`config.mk`:
```
export PLATFORM = sky130hd
export DESIGN_NAME = frc_fixed_reference
export DESIGN_NICKNAME = d
export VERILOG_FILES = /design/src/frc_pkg.sv /design/src/frc_stab_timer.sv /design/src/frc_fixed_reference.sv
export VERILOG_INCLUDE_DIRS = /design/src
export SDC_FILE = /design/constraint.sdc
export NUM_CORES = 1
export LEC_CHECK = 0
export ABC_AREA = 1
export BUFFER_PORTS_ARGS = -buffer_cell sky130_fd_sc_hd__buf_2
export CAP_MARGIN = 15
export CORE_ASPECT_RATIO = 1.25
export CORE_UTILIZATION = 48
export CTS_CLUSTER_DIAMETER = 120
export DETAILED_ROUTE_END_ITERATION = 7
export GPL_TIMING_DRIVEN = 0
export PLACE_DENSITY_LB_ADDON = 0.15
export SLEW_MARGIN = 15
export SYNTH_ARGS = -nofsm -noshare
export SYNTH_HDL_FRONTEND = slang
export SYNTH_SLANG_ARGS = --single-unit
```
`constraint.sdc`:
```
create_clock -name clk -period 2 [get_ports clk]
set_clock_uncertainty 0.1 [all_clocks]
set_input_delay 0.1 -clock clk [delete_from_list [all_inputs] [get_ports clk]]
set_output_delay 0.1 -clock clk [all_outputs]
set_load 0.01 [all_outputs]
```
`src/frc_consts.svh`:
```
/*
  Constants for the fixed reference control block: control bit positions,
  reset values and the stabilization timing.
  Assumes inclusion by bare name from files that use these macros.
*/
`ifndef FRC_CONSTS_SVH
`define FRC_CONSTS_SVH
// ==========================================================================
// Control register layout
`define FRC_CTRL_W 8
`define FRC_CTRL_RESET 8'h00
`define FRC_BIT_ENABLE 7
`define FRC_BIT_READY 6
`define FRC_BIT_BUFEN 5
`define FRC_SEL_LSB 0
`define FRC_SEL_MSB 1
`define FRC_SEL_OPAMP 2'h1
`define FRC_SEL_FIXED 2'h2
`define FRC_SEL_DAC 2'h3
// ==========================================================================
// Stabilization timing: time in ns, clock period in ns.
`define FRC_STAB_NS 25000
`define FRC_CLK_NS 50
`define FRC_STAB_CYCLES ((`FRC_STAB_NS + `FRC_CLK_NS - 1) / `FRC_CLK_NS)
`define FRC_CNT_W 16
`endif

```
`src/frc_pkg.sv`:
```
/*
  Types for the fixed reference control block.
  Assumes frc_consts.svh is on the include path.
*/
`include "frc_consts.svh"
package frc_pkg;
  typedef enum logic [1:0] {FRC_OFF, FRC_SETTLE, FRC_READY} frc_stab_t;
  typedef logic [`FRC_CTRL_W-1:0] frc_ctrl_t;
endpackage

```
`src/frc_stab_timer.sv`:
```
/*
  Stabilization timer: raises ready a fixed count of cycles after enable.
  Assumes the enable is synchronous to clk.
*/
`timescale 1ns/1ps
`default_nettype none
`include "frc_consts.svh"
module frc_stab_timer #(
  parameter logic [`FRC_CNT_W-1:0] STAB_CYCLES = `FRC_CNT_W'(`FRC_STAB_CYCLES)
) (
  input wire logic clk,
  input wire logic rstn,
  input wire logic refOn,
  output logic ready
);
  typedef struct packed {
    frc_pkg::frc_stab_t st;
    logic [`FRC_CNT_W-1:0] cnt;
    logic ready;
  } frc_tmr_state_t;

  frc_tmr_state_t s;
  frc_tmr_state_t next_s;

  // ========================================================================
  // Settle counter; dropping the enable restarts the wait from zero.
  always_comb begin
    next_s = s;
    case (s.st)
      frc_pkg::FRC_OFF: begin
        next_s.cnt = '0;
        next_s.ready = 1'b0;
        if (refOn) begin
          next_s.st = frc_pkg::FRC_SETTLE;
        end
      end
      frc_pkg::FRC_SETTLE: begin
        next_s.cnt = s.cnt + `FRC_CNT_W'(1);
        if (s.cnt + `FRC_CNT_W'(1) >= STAB_CYCLES) begin
          next_s.st = frc_pkg::FRC_READY;
          next_s.ready = 1'b1;
        end
      end
      frc_pkg::FRC_READY: begin
        next_s.ready = 1'b1;
      end
      default: begin
        next_s.st = frc_pkg::FRC_OFF;
      end
    endcase
    if (!refOn) begin
      next_s.st = frc_pkg::FRC_OFF;
      next_s.cnt = '0;
      next_s.ready = 1'b0;
    end
  end

  always_ff @(posedge clk or negedge rstn) begin
    if (!rstn) begin
      s <= '{st: frc_pkg::FRC_OFF, cnt: '0, ready: 1'b0};
    end else begin
      s <= next_s;
    end
  end

  assign ready = s.ready;

  AST_READY_OFF: assert property (@(posedge clk) disable iff (!rstn)
    !refOn |=> !ready)
    else $error("ready stayed high with reference off");
endmodule
`default_nettype wire

```
`src/frc_fixed_reference.sv`:
```
/*
  Fixed reference control: enable, source routing to ADC, comparators,
  shunt regulator and output pin buffer, pin digital override, ready flag.
  Assumes a synchronous write strobe with data; sleep wake leaves state alone.
*/
`timescale 1ns/1ps
`default_nettype none
`include "frc_consts.svh"
module frc_fixed_reference #(
  parameter bit ALWAYS_ON = 1'b0,
  parameter logic [`FRC_CNT_W-1:0] STAB_CYCLES = `FRC_CNT_W'(`FRC_STAB_CYCLES)
) (
  input wire logic clk,
  input wire logic rstn,
  input wire logic ctrlWrite,
  input wire logic [`FRC_CTRL_W-1:0] ctrlWdata,
  input wire logic sleepWake,
  input wire logic pinDigitalIn,
  input wire logic pinDigitalOutEn,
  input wire logic adcSelRef,
  input wire logic cmp1SelRef,
  input wire logic cmp2SelRef,
  input wire logic shuntSelRef,
  output logic [`FRC_CTRL_W-1:0] ctrlRdata,
  output logic refEnabled,
  output logic refStableFlag,
  output logic adcRefRoute,
  output logic comparator1PosInput,
  output logic comparator2PosInput,
  output logic shuntRefRoute,
  output logic bufferOn,
  output logic [1:0] bufferSourceSelect,
  output logic refOutputPin,
  output logic pinDigitalOverride,
  output logic pinReadValue,
  output logic pinDigitalOutEnGated
);
  typedef struct packed {
    frc_pkg::frc_ctrl_t ctrl;
    logic refEnabled;
    logic stable;
    logic adc;
    logic cmp1;
    logic cmp2;
    logic shunt;
    logic bufOn;
    logic [1:0] sel;
    logic pinRef;
    logic override;
    logic pinRead;
    logic doutEn;
  } frc_state_t;

  frc_state_t s;
  frc_state_t next_s;
  logic ready;
  logic refOnNow;

  // ========================================================================
  // Helpers
  function automatic logic frc_sel_valid(input logic [1:0] sel);
    frc_sel_valid = (sel == `FRC_SEL_OPAMP) || (sel == `FRC_SEL_FIXED) ||
      (sel == `FRC_SEL_DAC);
  endfunction

  assign refOnNow = ALWAYS_ON | s.ctrl[`FRC_BIT_ENABLE];

  frc_stab_timer #(.STAB_CYCLES(STAB_CYCLES)) u_timer (
    .clk(clk),
    .rstn(rstn),
    .refOn(refOnNow),
    .ready(ready)
  );

  // ========================================================================
  // Control register and derived routing
  always_comb begin
    logic [`FRC_CTRL_W-1:0] ctrlNew;
    logic en;
    logic pinOn;
    logic readyNow;
    ctrlNew = s.ctrl;
    en = 1'b0;
    pinOn = 1'b0;
    readyNow = 1'b0;
    next_s = s;
    // A write during a wake strobe is dropped, so the enable and bits 5:0 hold; the ready bit still tracks the timer.
    if (ctrlWrite && !sleepWake) begin
      ctrlNew = ctrlWdata;
    end
    en = ALWAYS_ON | ctrlNew[`FRC_BIT_ENABLE];
    // The timer sees an enable change one edge late, so its ready is masked
    // until the reference has been on for a full cycle; otherwise a quick
    // off-on toggle or a disable would show a stale ready for a cycle.
    readyNow = ready && en && s.refEnabled;
    ctrlNew[`FRC_BIT_READY] = readyNow;
    next_s.ctrl = ctrlNew;
    pinOn = ctrlNew[`FRC_BIT_BUFEN] &&
      frc_sel_valid(ctrlNew[`FRC_SEL_MSB:`FRC_SEL_LSB]);
    next_s.refEnabled = en;
    next_s.stable = readyNow;
    next_s.adc = en & adcSelRef;
    next_s.cmp1 = en & cmp1SelRef;
    next_s.cmp2 = en & cmp2SelRef;
    next_s.shunt = en & shuntSelRef;
    next_s.bufOn = pinOn;
    next_s.sel = pinOn ? ctrlNew[`FRC_SEL_MSB:`FRC_SEL_LSB] : 2'h0;
    // The fixed source is only meaningful while the reference itself is on.
    next_s.pinRef = pinOn &&
      (ctrlNew[`FRC_SEL_MSB:`FRC_SEL_LSB] != `FRC_SEL_FIXED || en);
    next_s.override = pinOn;
    next_s.pinRead = pinOn ? 1'b0 : pinDigitalIn;
    next_s.doutEn = pinOn ? 1'b0 : pinDigitalOutEn;
  end

  always_ff @(posedge clk or negedge rstn) begin
    if (!rstn) begin
      s <= '0;
    end else begin
      s <= next_s;
    end
  end

  assign ctrlRdata = s.ctrl;
  assign refEnabled = s.refEnabled;
  assign refStableFlag = s.stable;
  assign adcRefRoute = s.adc;
  assign comparator1PosInput = s.cmp1;
  assign comparator2PosInput = s.cmp2;
  assign shuntRefRoute = s.shunt;
  assign bufferOn = s.bufOn;
  assign bufferSourceSelect = s.sel;
  assign refOutputPin = s.pinRef;
  assign pinDigitalOverride = s.override;
  assign pinReadValue = s.pinRead;
  assign pinDigitalOutEnGated = s.doutEn;

  // ========================================================================
  // Checks: enable and routing
  AST_ROUTE_NEEDS_EN: assert property (@(posedge clk) disable iff (!rstn)
    adcRefRoute |-> refEnabled)
    else $error("ADC routed with reference off");
  AST_CMP1_NEEDS_EN: assert property (@(posedge clk) disable iff (!rstn)
    comparator1PosInput |-> refEnabled)
    else $error("comparator 1 routed with reference off");
  AST_CMP2_NEEDS_EN: assert property (@(posedge clk) disable iff (!rstn)
    comparator2PosInput |-> refEnabled)
    else $error("comparator 2 routed with reference off");
  AST_SHUNT_NEEDS_EN: assert property (@(posedge clk) disable iff (!rstn)
    shuntRefRoute |-> refEnabled)
    else $error("shunt routed with reference off");
  // A route takes its consumer's select at the same edge that loads the enable.
  AST_ADC_FOLLOW: assert property (@(posedge clk) disable iff (!rstn)
    adcRefRoute == (refEnabled && $past(adcSelRef)))
    else $error("ADC route does not follow its select");
  AST_CMP1_FOLLOW: assert property (@(posedge clk) disable iff (!rstn)
    comparator1PosInput == (refEnabled && $past(cmp1SelRef)))
    else $error("comparator 1 route does not follow its select");
  AST_CMP2_FOLLOW: assert property (@(posedge clk) disable iff (!rstn)
    comparator2PosInput == (refEnabled && $past(cmp2SelRef)))
    else $error("comparator 2 route does not follow its select");
  AST_SHUNT_FOLLOW: assert property (@(posedge clk) disable iff (!rstn)
    shuntRefRoute == (refEnabled && $past(shuntSelRef)))
    else $error("shunt route does not follow its select");
  AST_SOFT_EN: assert property (@(posedge clk) disable iff (!rstn)
    !ALWAYS_ON |-> (refEnabled == ctrlRdata[`FRC_BIT_ENABLE]))
    else $error("enable mismatch");
  AST_ALWAYS_ON: assert property (@(posedge clk) disable iff (!rstn)
    ALWAYS_ON |=> refEnabled)
    else $error("high-voltage variant reference off");

  // ========================================================================
  // Checks: output pin
  AST_PIN_NEEDS_BOTH: assert property (@(posedge clk) disable iff (!rstn)
    refOutputPin |-> (ctrlRdata[`FRC_BIT_BUFEN] && bufferSourceSelect != 2'h0))
    else $error("pin driven without select and enable");
  AST_FIXED_NEEDS_REF: assert property (@(posedge clk) disable iff (!rstn)
    (refOutputPin && bufferSourceSelect == `FRC_SEL_FIXED) |-> refEnabled)
    else $error("fixed source on pin with reference off");
  AST_SEL_FOLLOW: assert property (@(posedge clk) disable iff (!rstn)
    bufferOn |-> (bufferSourceSelect == ctrlRdata[`FRC_SEL_MSB:`FRC_SEL_LSB]))
    else $error("buffer select mismatch");
  AST_SEL_IDLE: assert property (@(posedge clk) disable iff (!rstn)
    !bufferOn |-> (bufferSourceSelect == 2'h0))
    else $error("buffer select shown with buffer off");
  AST_OVERRIDE: assert property (@(posedge clk) disable iff (!rstn)
    pinDigitalOverride |-> !pinDigitalOutEnGated)
    else $error("digital out left on");
  AST_OVERRIDE_BUF: assert property (@(posedge clk) disable iff (!rstn)
    pinDigitalOverride == bufferOn)
    else $error("override does not track the buffer");
  // The pass-through checks skip the first edge after reset, where the pin
  // registers still hold their cleared values rather than last cycle's inputs.
  AST_DOUT_PASS: assert property (@(posedge clk) disable iff (!rstn)
    ($past(rstn) && !pinDigitalOverride) |-> (pinDigitalOutEnGated == $past(pinDigitalOutEn)))
    else $error("digital out enable not passed through");
  AST_READ_ZERO: assert property (@(posedge clk) disable iff (!rstn)
    pinDigitalOverride |-> !pinReadValue)
    else $error("pin read not zero");
  AST_PIN_PASS: assert property (@(posedge clk) disable iff (!rstn)
    ($past(rstn) && !pinDigitalOverride) |-> (pinReadValue == $past(pinDigitalIn)))
    else $error("pin read not passed through");

  // ========================================================================
  // Checks: ready, wake and reset
  AST_READY_BIT: assert property (@(posedge clk) disable iff (!rstn)
    ctrlRdata[`FRC_BIT_READY] == refStableFlag)
    else $error("ready bit and ready flag differ");
  AST_READY_DELAY: assert property (@(posedge clk) disable iff (!rstn)
    $rose(refEnabled) |-> (!refStableFlag)[*2])
    else $error("ready too early");
  AST_WAKE_HOLD: assert property (@(posedge clk) disable iff (!rstn)
    sleepWake |=> (ctrlRdata[`FRC_BIT_ENABLE] == $past(ctrlRdata[`FRC_BIT_ENABLE]) &&
    ctrlRdata[`FRC_BIT_BUFEN:0] == $past(ctrlRdata[`FRC_BIT_BUFEN:0])))
    else $error("wake changed control");
  AST_RESET_CLEAR: assert property (@(posedge clk) disable iff (!rstn)
    $rose(rstn) |-> (ctrlRdata == `FRC_CTRL_RESET))
    else $error("control not cleared by reset");
  AST_RESET_PIN: assert property (@(posedge clk) disable iff (!rstn)
    $rose(rstn) |-> (!refOutputPin && !bufferOn))
    else $error("pin output survived reset");
  AST_READY_LOW: assert property (@(posedge clk) disable iff (!rstn)
    !refEnabled |-> ##1 (!refStableFlag)[*2])
    else $error("ready high while off");
  AST_STABLE_NEEDS_EN: assert property (@(posedge clk) disable iff (!rstn)
    refStableFlag |-> refEnabled)
    else $error("ready shown with reference off");
endmodule
`default_nettype wire

```
==> flow_summary.json, run 1 <==
{
  "largest_register_ffs": 18,
  "cts_tree": "done",
  "synth.distinct_cells": 22,
  "cts_buffers": 5,
  "period_minus_slack_ps": 1819,
  "fp.dieW_um": 58.69,
  "tightest_slew_ps": 794.6,
  "antenna_left": 0,
  "seq_area_um2": 928.4,
  "drt_iter0_markers": 81,
  "period_share_pct": 90.94,
  "status": "finished clean",
  "grt.met2_usage_pct": 39.21,
  "power_leakage_nw": 1.248,
  "antenna_found_initial": 0,
  "grt_pass1_vias": 1681,
  "drt_wl_total_um": 4123,
  "clock_latency_ps": 300,
  "synth_nets": 271,
  "diodes": 0,
  "ys_warn_count": 0,
  "r2r_slack_ps": 180,
  "end_kind": "flop",
  "crit_fanout": 6,
  "cts.htree.levels": 2,
  "initial_utilization_pct": 50.52,
  "synth_top_family_by_area": "simple AND/OR/NAND/NOR gates",
  "first_pass_iters": 4,
  "dp_hpwl_um": 2826,
  "core-area_um2": 3816,
  "synth-seq-cells": 37,
  "arrival_ps": 1910,
  "p_per_area_nw_per_um2": 908.9,
  "place.gp.congestion": 0.8614,
  "synth.area.mux_share_pct": 0,
  "ir_drop_uv": 636.0,
  "die_height_um": 72.86,
  "fin_util_pct": 64.85,
  "synth_compound_area_share_pct": 6.749,
  "layout-drive-gt1-share_pct": 22.80,
  "num_vias": 1736,
  "syn_avg_cell_area_um2": 7.775,
  "grt_pass1_wl_um": 7086,
  "gr-usage-met1_pct": 25.95,
  "cp.required_ps": 2090,
  "multi_input_area_um2": 829.5,
  "grtUsageMet3_pct": 5.496,
  "final.fill_count": 341,
  "synthXorXnorAreaFrac_pct": 0.9085,
  "critPathLaunchType": "flop",
  "hold_viol": 0,
  "r2r-start": "u_timer.s[1]",
  "synth_fa_ha_area_share_pct": 3.245,
  "area_delta_synth_final_pct": 28.36,
  "worstSetupEndpoint": "u_timer.s[17]",
  "ys_seq_area_share_pct": 48.02,
  "busiest_layer": "met2",
  "timing.slew.headroom_pct": 47.02,
  "wl_per_cell_um": 11.42,
  "hold_class": "input port to flop",
  "top_register": "u_timer.s",
  "grt_start_max_net_pins": 38,
  "cts.sinks": 37,
  "netlist_area_um2": 1928,
  "grt_util_all_layers_pct": 22.29,
  "synthSimpleGateAreaFrac_pct": 30.95,
  "criticalPathCategory": "flop to flop",
  "drv_slew": 0,
  "clk_pin_slew_ps": 80,
  "num-nets-final": 329,
  "fmax_ghz": 0.5498,
  "worstReg2RegEnd": "u_timer.s[17]",
  "timing.setup.tns_ps": 0,
  "rr_worst_depth": 12,
  "rsz0062_at_grt": "no",
  "overflow": 0,
  "finalSetupViolations": 0,
  "io_pins": 39,
  "vias_per_cell": 4.809,
  "cts_root_buf": "clkbuf_8",
  "portBuffers": 37,
  "ctsLongestPathBuffers": 2,
  "synthCells": 248,
  "crit_start": "u_timer.s[1]",
  "cap_violations": 0,
  "rows": 25,
  "dieArea_um2": 4276,
  "route.detailed.drc": 0
}
stage by stage:
| step | hold slack, ps | worst slack (ps) | power, W | instances | cell area (µm²) |
|---|---|---|---|---|---|
| floorplan | -295.6 | 319.1 | 0.001273 | 248 | 1928 |
| global placement | 150.2 | 83.37 | 0.001442 | 339 | 2181 |
| detailed placement | 148.4 | 33.86 | 0.001453 | 339 | 2181 |
| CTS | 19.41 | 23.52 | 0.002246 | 359 | 2435 |
| global route | 47.52 | 24.07 | 0.002401 | 361 | 2475 |
| finish | 22.13 | 181.2 | 0.002249 | 361 | 2475 |
placed cells by master, fill, tap and decap left out, types with 3 or more instances in the layout:
cell | synthesis | routed
dfrtp_1 | 37 | 35
nor2_2 | 3 | 4
clkbuf_8 | 0 | 5
ha_1 | 5 | 4
nand4_1 | 5 | 5
buf_2 | 0 | 37
nand2_1 | 72 | 72
dlygate4sd3_1 | 0 | 12
o21ai_0 | 16 | 16
nand3_1 | 16 | 16
inv_1 | 40 | 40
buf_4 | 3 | 5
nor2_1 | 24 | 22
or2_2 | 3 | 3
o22ai_1 | 8 | 8
nand2_2 | 5 | 5
power breakdown:
| part | internal (W) | switching (W) |
|---|---|---|
| registers | 0.000840 | 0.0000655 |
| logic | 0.000226 | 0.000338 |
| clock network | 0.000496 | 0.000285 |
area by class of cell:
class	instances	share of cell area [%]
inverter	42	6.370
multi-input combinational	164	33.52
clock inverter	3	2.629
buffer	5	1.517
timing repair buffer	51	12.94
sequential	37	37.51
tap	54	2.730
clock buffer	5	2.781
cells by family after synthesis:
| logic type | Yosys count |
|---|---|
| and+or+nand+nor | 133 |
| xor gates and xnor gates | 2 |
| adders and majority gates | 5 |
| DFF | 37 |
| buffers and inverters | 47 |
| AOI/OAI and AO/OA | 24 |
metal layers:
| metal | vias to the layer above | routed length, µm |
|---|---|---|
| li1 | 882 | - |
| met2 | 37 | 2101 |
| met3 | 6 | 175 |
| met5 | - | 0 |
| met4 | 0 | 59 |
| met1 | 811 | 1788 |
worst min-delay path by stage:
stage | endpoint | start | slack (ps) | depth (start not counted)
after floorplan | adcRefRoute | rstn | -300 | 0
after global routing | ctrlRdata[3] | sleepWake | 50 | 4
final | ctrlRdata[5] | ctrlWdata[5] | 20 | 3
after CTS | ctrlRdata[5] | ctrlWdata[5] | 20 | 3
after global placement | u_timer.s[8] | rstn | 150 | 1
after detailed placement | u_timer.s[8] | rstn | 150 | 1
worst max-delay path, cell delays in order, from the launching register on:
cell and delay, ps:
dfrtp_2 440, ha_4 170, nand2_1 80, nor2_4 180
nand3_1 100, nand2_1 120, nand3_1 70, nor2_1 130
nor2_1 60, nand2_2 100, nand2_2 60, nand2_1 60
nand2_1 50
cell usage after synthesis, drive strengths merged:
cell type / count / share of area, %
buf: 4 / 1.8
clkbuf: 1 / 0.19
clkinv: 2 / 0.39
dfrtp: 37 / 48
ha: 5 / 3.2
inv: 40 / 7.8
nand2: 77 / 16
nand3: 17 / 4.7
nand3b: 2 / 0.78
nand4: 5 / 1.6
nor2: 29 / 7.3
o21ai: 16 / 4.2
o22ai: 8 / 2.6
or2: 3 / 0.97
xnor2: 1 / 0.45
xor2: 1 / 0.45
what timing repair did:
action / 4_1_cts / 5_1_grt
setup buffers: 0 / 2
hold endpoints to repair: 48 / 0
endpoints found under the setup margin: 0 / 3
hold buffers: 12 / 0
resized for setup: 0 / 7
Power figures use the tool's default switching activity.
==> inputs of run 2 (changes only) <==
--- a/config.mk
+++ b/config.mk
@@ -10,6 +10,8 @@
 export BUFFER_PORTS_ARGS = -buffer_cell sky130_fd_sc_hd__buf_2
 export CAP_MARGIN = 15
+export CELL_PAD_IN_SITES_DETAIL_PLACEMENT = 0
+export CELL_PAD_IN_SITES_GLOBAL_PLACEMENT = 2
 export CORE_ASPECT_RATIO = 1.25
-export CORE_UTILIZATION = 48
+export CORE_UTILIZATION = 31
 export CTS_CLUSTER_DIAMETER = 120
 export DETAILED_ROUTE_END_ITERATION = 7
==> constraint.sdc (replaced) <==
create_clock -name clk -period 2 [get_ports clk]
set_clock_uncertainty 0.1 [all_clocks]
set_input_delay 0 -clock clk [delete_from_list [all_inputs] [get_ports clk]]
set_output_delay 0 -clock clk [all_outputs]
set_load 0.01 [all_outputs]
==> run 2 against run 1 <==
Compared with the run above:
- register-to-register slack hardly changed
- global-route usage shrank 6.8 points
- cell area increased by 1.6%
- power down 11%
- maximum frequency shrank 0.42%
- worst setup slack got worse by 7.6 ps
- clock power is 35% lower
==> flow_summary.json, run 2 (synthesis results as in run 1) <==
{
  "antenna_left": 0,
  "end_kind": "flop",
  "cp.required_ps": 2080,
  "vias_per_cell": 4.411,
  "cts.sinks": 37,
  "instances_no_fill": 394,
  "hold_viol": 0,
  "path_buf_inv": 0,
  "tightest_slew_ps": 836.6,
  "area_delta_synth_final_pct": 30.37,
  "cap_violations": 0,
  "detailed_place.area_um2": 2216,
  "final_common_cell": "nand2_1",
  "status": "finished clean",
  "num-nets-final": 334,
  "fmax_ghz": 0.5475,
  "core-area_um2": 5896,
  "dieArea_um2": 6541,
  "cp_top_family": "simple AND/OR/NAND/NOR gates",
  "ctsLongestPathBuffers": 2,
  "final_cell_area_um2": 2514,
  "final.fill_count": 599,
  "dp_hpwl_um": 3193,
  "final_cell_mix": "nand2_1 (72), inv_1 (40), dfrtp_1 (37), buf_2 (37), nor2_1 (21)",
  "criticalPathCategory": "flop to flop",
  "rsz0062_at_grt": "no",
  "overflow": 0,
  "cts_buffers": 5,
  "cp_common_cell": "nand2_1",
  "period_minus_slack_ps": 1826,
  "critPathLaunchType": "flop",
  "power_leakage_nw": 1.244,
  "hold_class": "input port to flop",
  "layout-drive-gt1-share_pct": 21.79,
  "ir_drop_uv": 512.1,
  "period_share_pct": 91.32,
  "arrival_ps": 1910,
  "clock_latency_ps": 290,
  "die_height_um": 90.18,
  "wl_per_cell_um": 11.36,
  "largest_register_ffs": 18,
  "portBuffers": 37,
  "fp.dieW_um": 72.54,
  "rows": 31,
  "first_pass_iters": 4,
  "drv_slew": 0,
  "finalSetupViolations": 0,
  "place.gp.congestion": 0.6826,
  "hold_slack_ps": 163.1,
  "crit_fanout": 6,
  "grt_util_all_layers_pct": 15.49,
  "crit_chain": "ha_4 -> nand2_1 -> nor2_4 -> nand3_1 -> nand2_1 -> nand3_1 -> nor2_1 -> nor2_2 -> nand2_2 -> nand2_1 -> nand2_1 -> nand2_1",
  "grt_pass1_wl_um": 7762,
  "top_register": "u_timer.s",
  "diodes": 0,
  "grt_pass1_vias": 1753,
  "timing.setup.tns_ps": 0,
  "cts_root_buf": "clkbuf_8",
  "cts.htree.levels": 2,
  "worst_path_largest_cell_delay_ps": 440,
  "drt_wl_total_um": 4474,
  "timing.slew.headroom_pct": 44.23,
  "cts_tree": "done",
  "p_per_area_nw_per_um2": 798.0,
  "worst_path_max_delay_cell": "dfrtp_1",
  "antenna_found_initial": 0,
  "num_vias": 1738,
  "route.detailed.drc": 0,
  "grt_start_max_net_pins": 38,
  "drt_iter0_markers": 72,
  "initial_utilization_pct": 32.70,
  "p_total_w": 0.002006,
  "r2r_slack_ps": 170,
  "dp_cells": 367,
  "clk_pin_slew_ps": 80,
  "io_pins": 39
}
==> run 2: cell types whose count changed in the layout (fill, tap and decap cells not counted) <==
| cell | previous run | this run |
|---|---|---|
| dlygate4sd3_1 | 12 | 17 |
| bufinv_16 | 2 | 0 |
| dfrtp_1 | 35 | 37 |
| dfrtp_2 | 2 | 0 |
| clkbuf_1 | 1 | 2 |
| clkinv_2 | 1 | 2 |
| nor2_1 | 22 | 21 |
| nor2_4 | 2 | 3 |
==> run 2: cell type report <==
cell class	count	area (µm²)	area share [%]
inverter	42	157.7	6.272
tap	82	102.6	4.082
multi-input combinational	164	837.1	33.30
timing repair buffer	56	370.4	14.73
buffer	5	37.54	1.493
clock buffer	6	72.57	2.887
sequential	37	925.9	36.83
clock inverter	2	10.01	0.3982
==> run 2: what timing repair did <==
action                                  4_1_cts  5_1_grt
buffers inserted                              0        2
pin swaps                                     0        2
gates resized for setup                       1        6
endpoints found under the setup margin        3        3
hold buffers                                 17        0
endpoints found under the hold margin        50        0
==> run 2: metrics by stage <==
step           utilization (%)  setup WS (ps)
3_5_place_dp             37.58         -27.57
2_1_floorplan                -          319.1
6_report                 42.64          173.6
3_3_place_gp             37.58         -26.46
4_1_cts                  41.96          6.321
5_1_grt                  42.64          3.630
==> run 2: path summary, 6_finish.rpt <==
| check | from | end | depth (start not counted) |
|---|---|---|---|
| worst max-delay path | u_timer.s[1] | u_timer.ready | 12 |
| worst min-delay path | sleepWake | ctrlRdata[2] | 5 |
| worst max register to register | u_timer.s[1] | u_timer.ready | 12 |
| worst min register to register | ctrlRdata[2] | ctrlRdata[2] | 2 |
| max in group asynchronous | rstn | u_timer.s[18] | 2 |
| min in group asynchronous | rstn | u_timer.s[3] | 2 |
==> run 2: where the power goes <==
group	internal (W)	total (W)	switching, W
registers	0.000838	0.000900	0.0000612
clock network	0.000242	0.000511	0.000269
logic	0.000237	0.000595	0.000358
==> run 2: metal layers <==
layer / up-vias / part of all wire (%) / GRT usage (%)
met4: 0 / 1.5 / 5.882
met1: 803 / 44 / 18.27
li1: 892 / - / -
met5: - / 0 / 0
met3: 5 / 4.2 / 3.700
met2: 38 / 50 / 26.64
==> run 2: tightest hold or removal path: stages <==
cell,delay (ps)
buf_2,80
nor2_1,110
inv_1,220
nand2_1,70
nand2_1,50
==> inputs of run 3 (changes only) <==
- CORE_UTILIZATION: 31 -> 33
- PLACE_DENSITY: not set -> 0.85
- PLACE_DENSITY_LB_ADDON: 0.15 -> not set
- clock period: 2 -> 2.2 ns (I/O delays scaled with it)
==> run 3 against run 2 <==
Compared with the run above:
- routed wire length fell by 0.92%
- first-iteration DRC count down 43%
- worst hold slack got worse by 32 ps
- clock power up 16%
- sequential share of layout area up 0.50 points
- register-to-register slack improved by 90 ps
- cell area down 1.3%
==> flow_summary.json, run 3 (synthesis results as in run 1) <==
{
  "status": "finished clean",
  "largest_register_ffs": 18,
  "antenna_left": 0,
  "rsz0062_at_grt": "no",
  "cts_tree": "done",
  "timing.slew.headroom_pct": 41.50,
  "dp_hpwl_um": 3217,
  "grt_util_all_layers_pct": 16.31,
  "drv_slew": 0,
  "period_minus_slack_ps": 1932,
  "crit_chain": "ha_1 -> nand2_1 -> nor2_4 -> nand3_1 -> nand2_1 -> nand2_1 -> clkinv_1 -> nand3_1 -> nor2_1 -> nand2_2 -> nand3_1 -> nand2_1",
  "worst_path_max_delay_cell": "dfrtp_1",
  "seq_power_share_pct": 42.2,
  "diodes": 0,
  "grt_pass1_vias": 1761,
  "p_clk_share_pct": 30.8,
  "period_share_pct": 87.83,
  "critPathLaunchType": "flop",
  "grt_pass1_wl_um": 7721,
  "pwr-share-comb_pct": 26.9,
  "wl_per_cell_um": 11.85,
  "clock_latency_ps": 290,
  "swShare_pct": 32.45,
  "cts.htree.levels": 2,
  "ir_drop_uv": 334.7,
  "drt_wl_total_um": 4433,
  "detailed_place.area_um2": 2193,
  "hold_viol": 0,
  "cp_top_family": "simple AND/OR/NAND/NOR gates",
  "crit_fanout": 6,
  "p_int_w": 0.001303,
  "cp_common_cell": "nand2_1",
  "io_pins": 39,
  "cp.required_ps": 2280,
  "core-area_um2": 5518,
  "worst_path_largest_cell_delay_ps": 430,
  "clk_pin_slew_ps": 80,
  "antenna_found_initial": 0,
  "num-nets-final": 332,
  "fmax_ghz": 0.5175,
  "power_switching_w": 0.0006256,
  "overflow": 0,
  "dieArea_um2": 6154,
  "cts_root_buf": "clkbuf_8",
  "die_height_um": 87.46,
  "rows": 30,
  "setup_ws_ps": 267.7,
  "fp.dieW_um": 70.37,
  "final_cell_mix": "nand2_1 (72), inv_1 (40), dfrtp_1 (37), buf_2 (37), nor2_1 (24)",
  "ctsLongestPathBuffers": 2,
  "place.gp.congestion": 0.7111,
  "layout-drive-gt1-share_pct": 20.00,
  "route.detailed.drc": 0,
  "vias_per_cell": 4.604,
  "power_leakage_nw": 1.245,
  "hold_class": "input port to flop",
  "grt_start_max_net_pins": 38,
  "num_vias": 1722,
  "final_cell_area_um2": 2480,
  "place_ws_ps": 191.7,
  "post_cts_buffers": 0,
  "cap_violations": 0,
  "tightest_slew_ps": 877.4,
  "end_kind": "flop",
  "p_per_area_nw_per_um2": 777.5,
  "initial_utilization_pct": 34.94,
  "drt_iter0_markers": 41,
  "portBuffers": 37,
  "path_buf_inv": 1,
  "criticalPathCategory": "flop to flop",
  "timing.setup.tns_ps": 0,
  "cts_buffers": 5,
  "finalSetupViolations": 0,
  "area_delta_synth_final_pct": 28.62,
  "top_register": "u_timer.s",
  "cts.sinks": 37,
  "first_pass_iters": 4,
  "arrival_ps": 2010,
  "final_common_cell": "nand2_1"
}
-- run 3: routing by layer --
| metal | up-vias | GRT usage (%) | share of wire, % | wire, µm |
|---|---|---|---|---|
| li1 | 888 | - | - | - |
| met4 | 0 | 7.636 | 2.1 | 93 |
| met1 | 779 | 18.15 | 44 | 1963 |
| met3 | 8 | 4.398 | 5.7 | 254 |
| met5 | - | 0 | 0 | 0 |
| met2 | 47 | 28.83 | 48 | 2120 |
-- run 3: worst paths after layout --
path	startpoint	to	slack, ps	cells after the start
worst max-delay path	u_timer.s[1]	u_timer.s[18]	270	12
worst min-delay path	sleepWake	ctrlRdata[3]	130	5
worst max register to register	u_timer.s[1]	u_timer.s[18]	270	12
worst min register to register	ctrlRdata[3]	ctrlRdata[3]	370	2
max in group asynchronous	rstn	u_timer.s[18]	1190	2
min in group asynchronous	rstn	u_timer.s[11]	260	2
-- run 3: metrics by stage --
stage	instances	hold slack [ps]	total power (W)	util [%]
final	374	130.7	0.001928	44.94
after CTS	374	136.4	0.001966	44.85
after floorplan	248	-395.6	0.001157	-
after detailed placement	349	68.23	0.001338	39.75
after global placement	349	68.09	0.001339	39.75
after global routing	374	202.3	0.002087	44.94
-- run 3: repair_timing --
action,4_1_cts,5_1_grt
hold buffers,17,0
gates resized for setup,0,1
setup endpoints to repair,0,2
endpoints found under the hold margin,51,0
-- run 3: power groups by stage --
stage / Sequential (W) / Combinational, W / Clock [W]
after floorplan: 0.000845 / 0.000312 / 0
after global placement: 0.000828 / 0.000511 / 0
after detailed placement: 0.000829 / 0.000509 / 0
after CTS: 0.000816 / 0.000533 / 0.000617
after global routing: 0.000829 / 0.000617 / 0.000641
final: 0.000815 / 0.000519 / 0.000594
-- run 3: final cells by class --
type                       count  area, µm²
buffer                         5      37.54
fill                         554       3038
inverter                      42      157.7
timing repair buffer          54      355.3
clock buffer                   6      72.57
clock inverter                 2      38.79
multi-input combinational    164      812.0
tap                           64      80.08
sequential                    37      925.9
-- run 3: worst reg2reg max path, cell delays in order, from the launching register on --
cell and delay (ps):
dfrtp_1 430, ha_1 250, nand2_1 110, nor2_4 150
nand3_1 90, nand2_1 80, nand2_1 50, clkinv_1 50
nand3_1 70, nor2_1 200, nand2_2 120, nand3_1 90
nand2_1 50
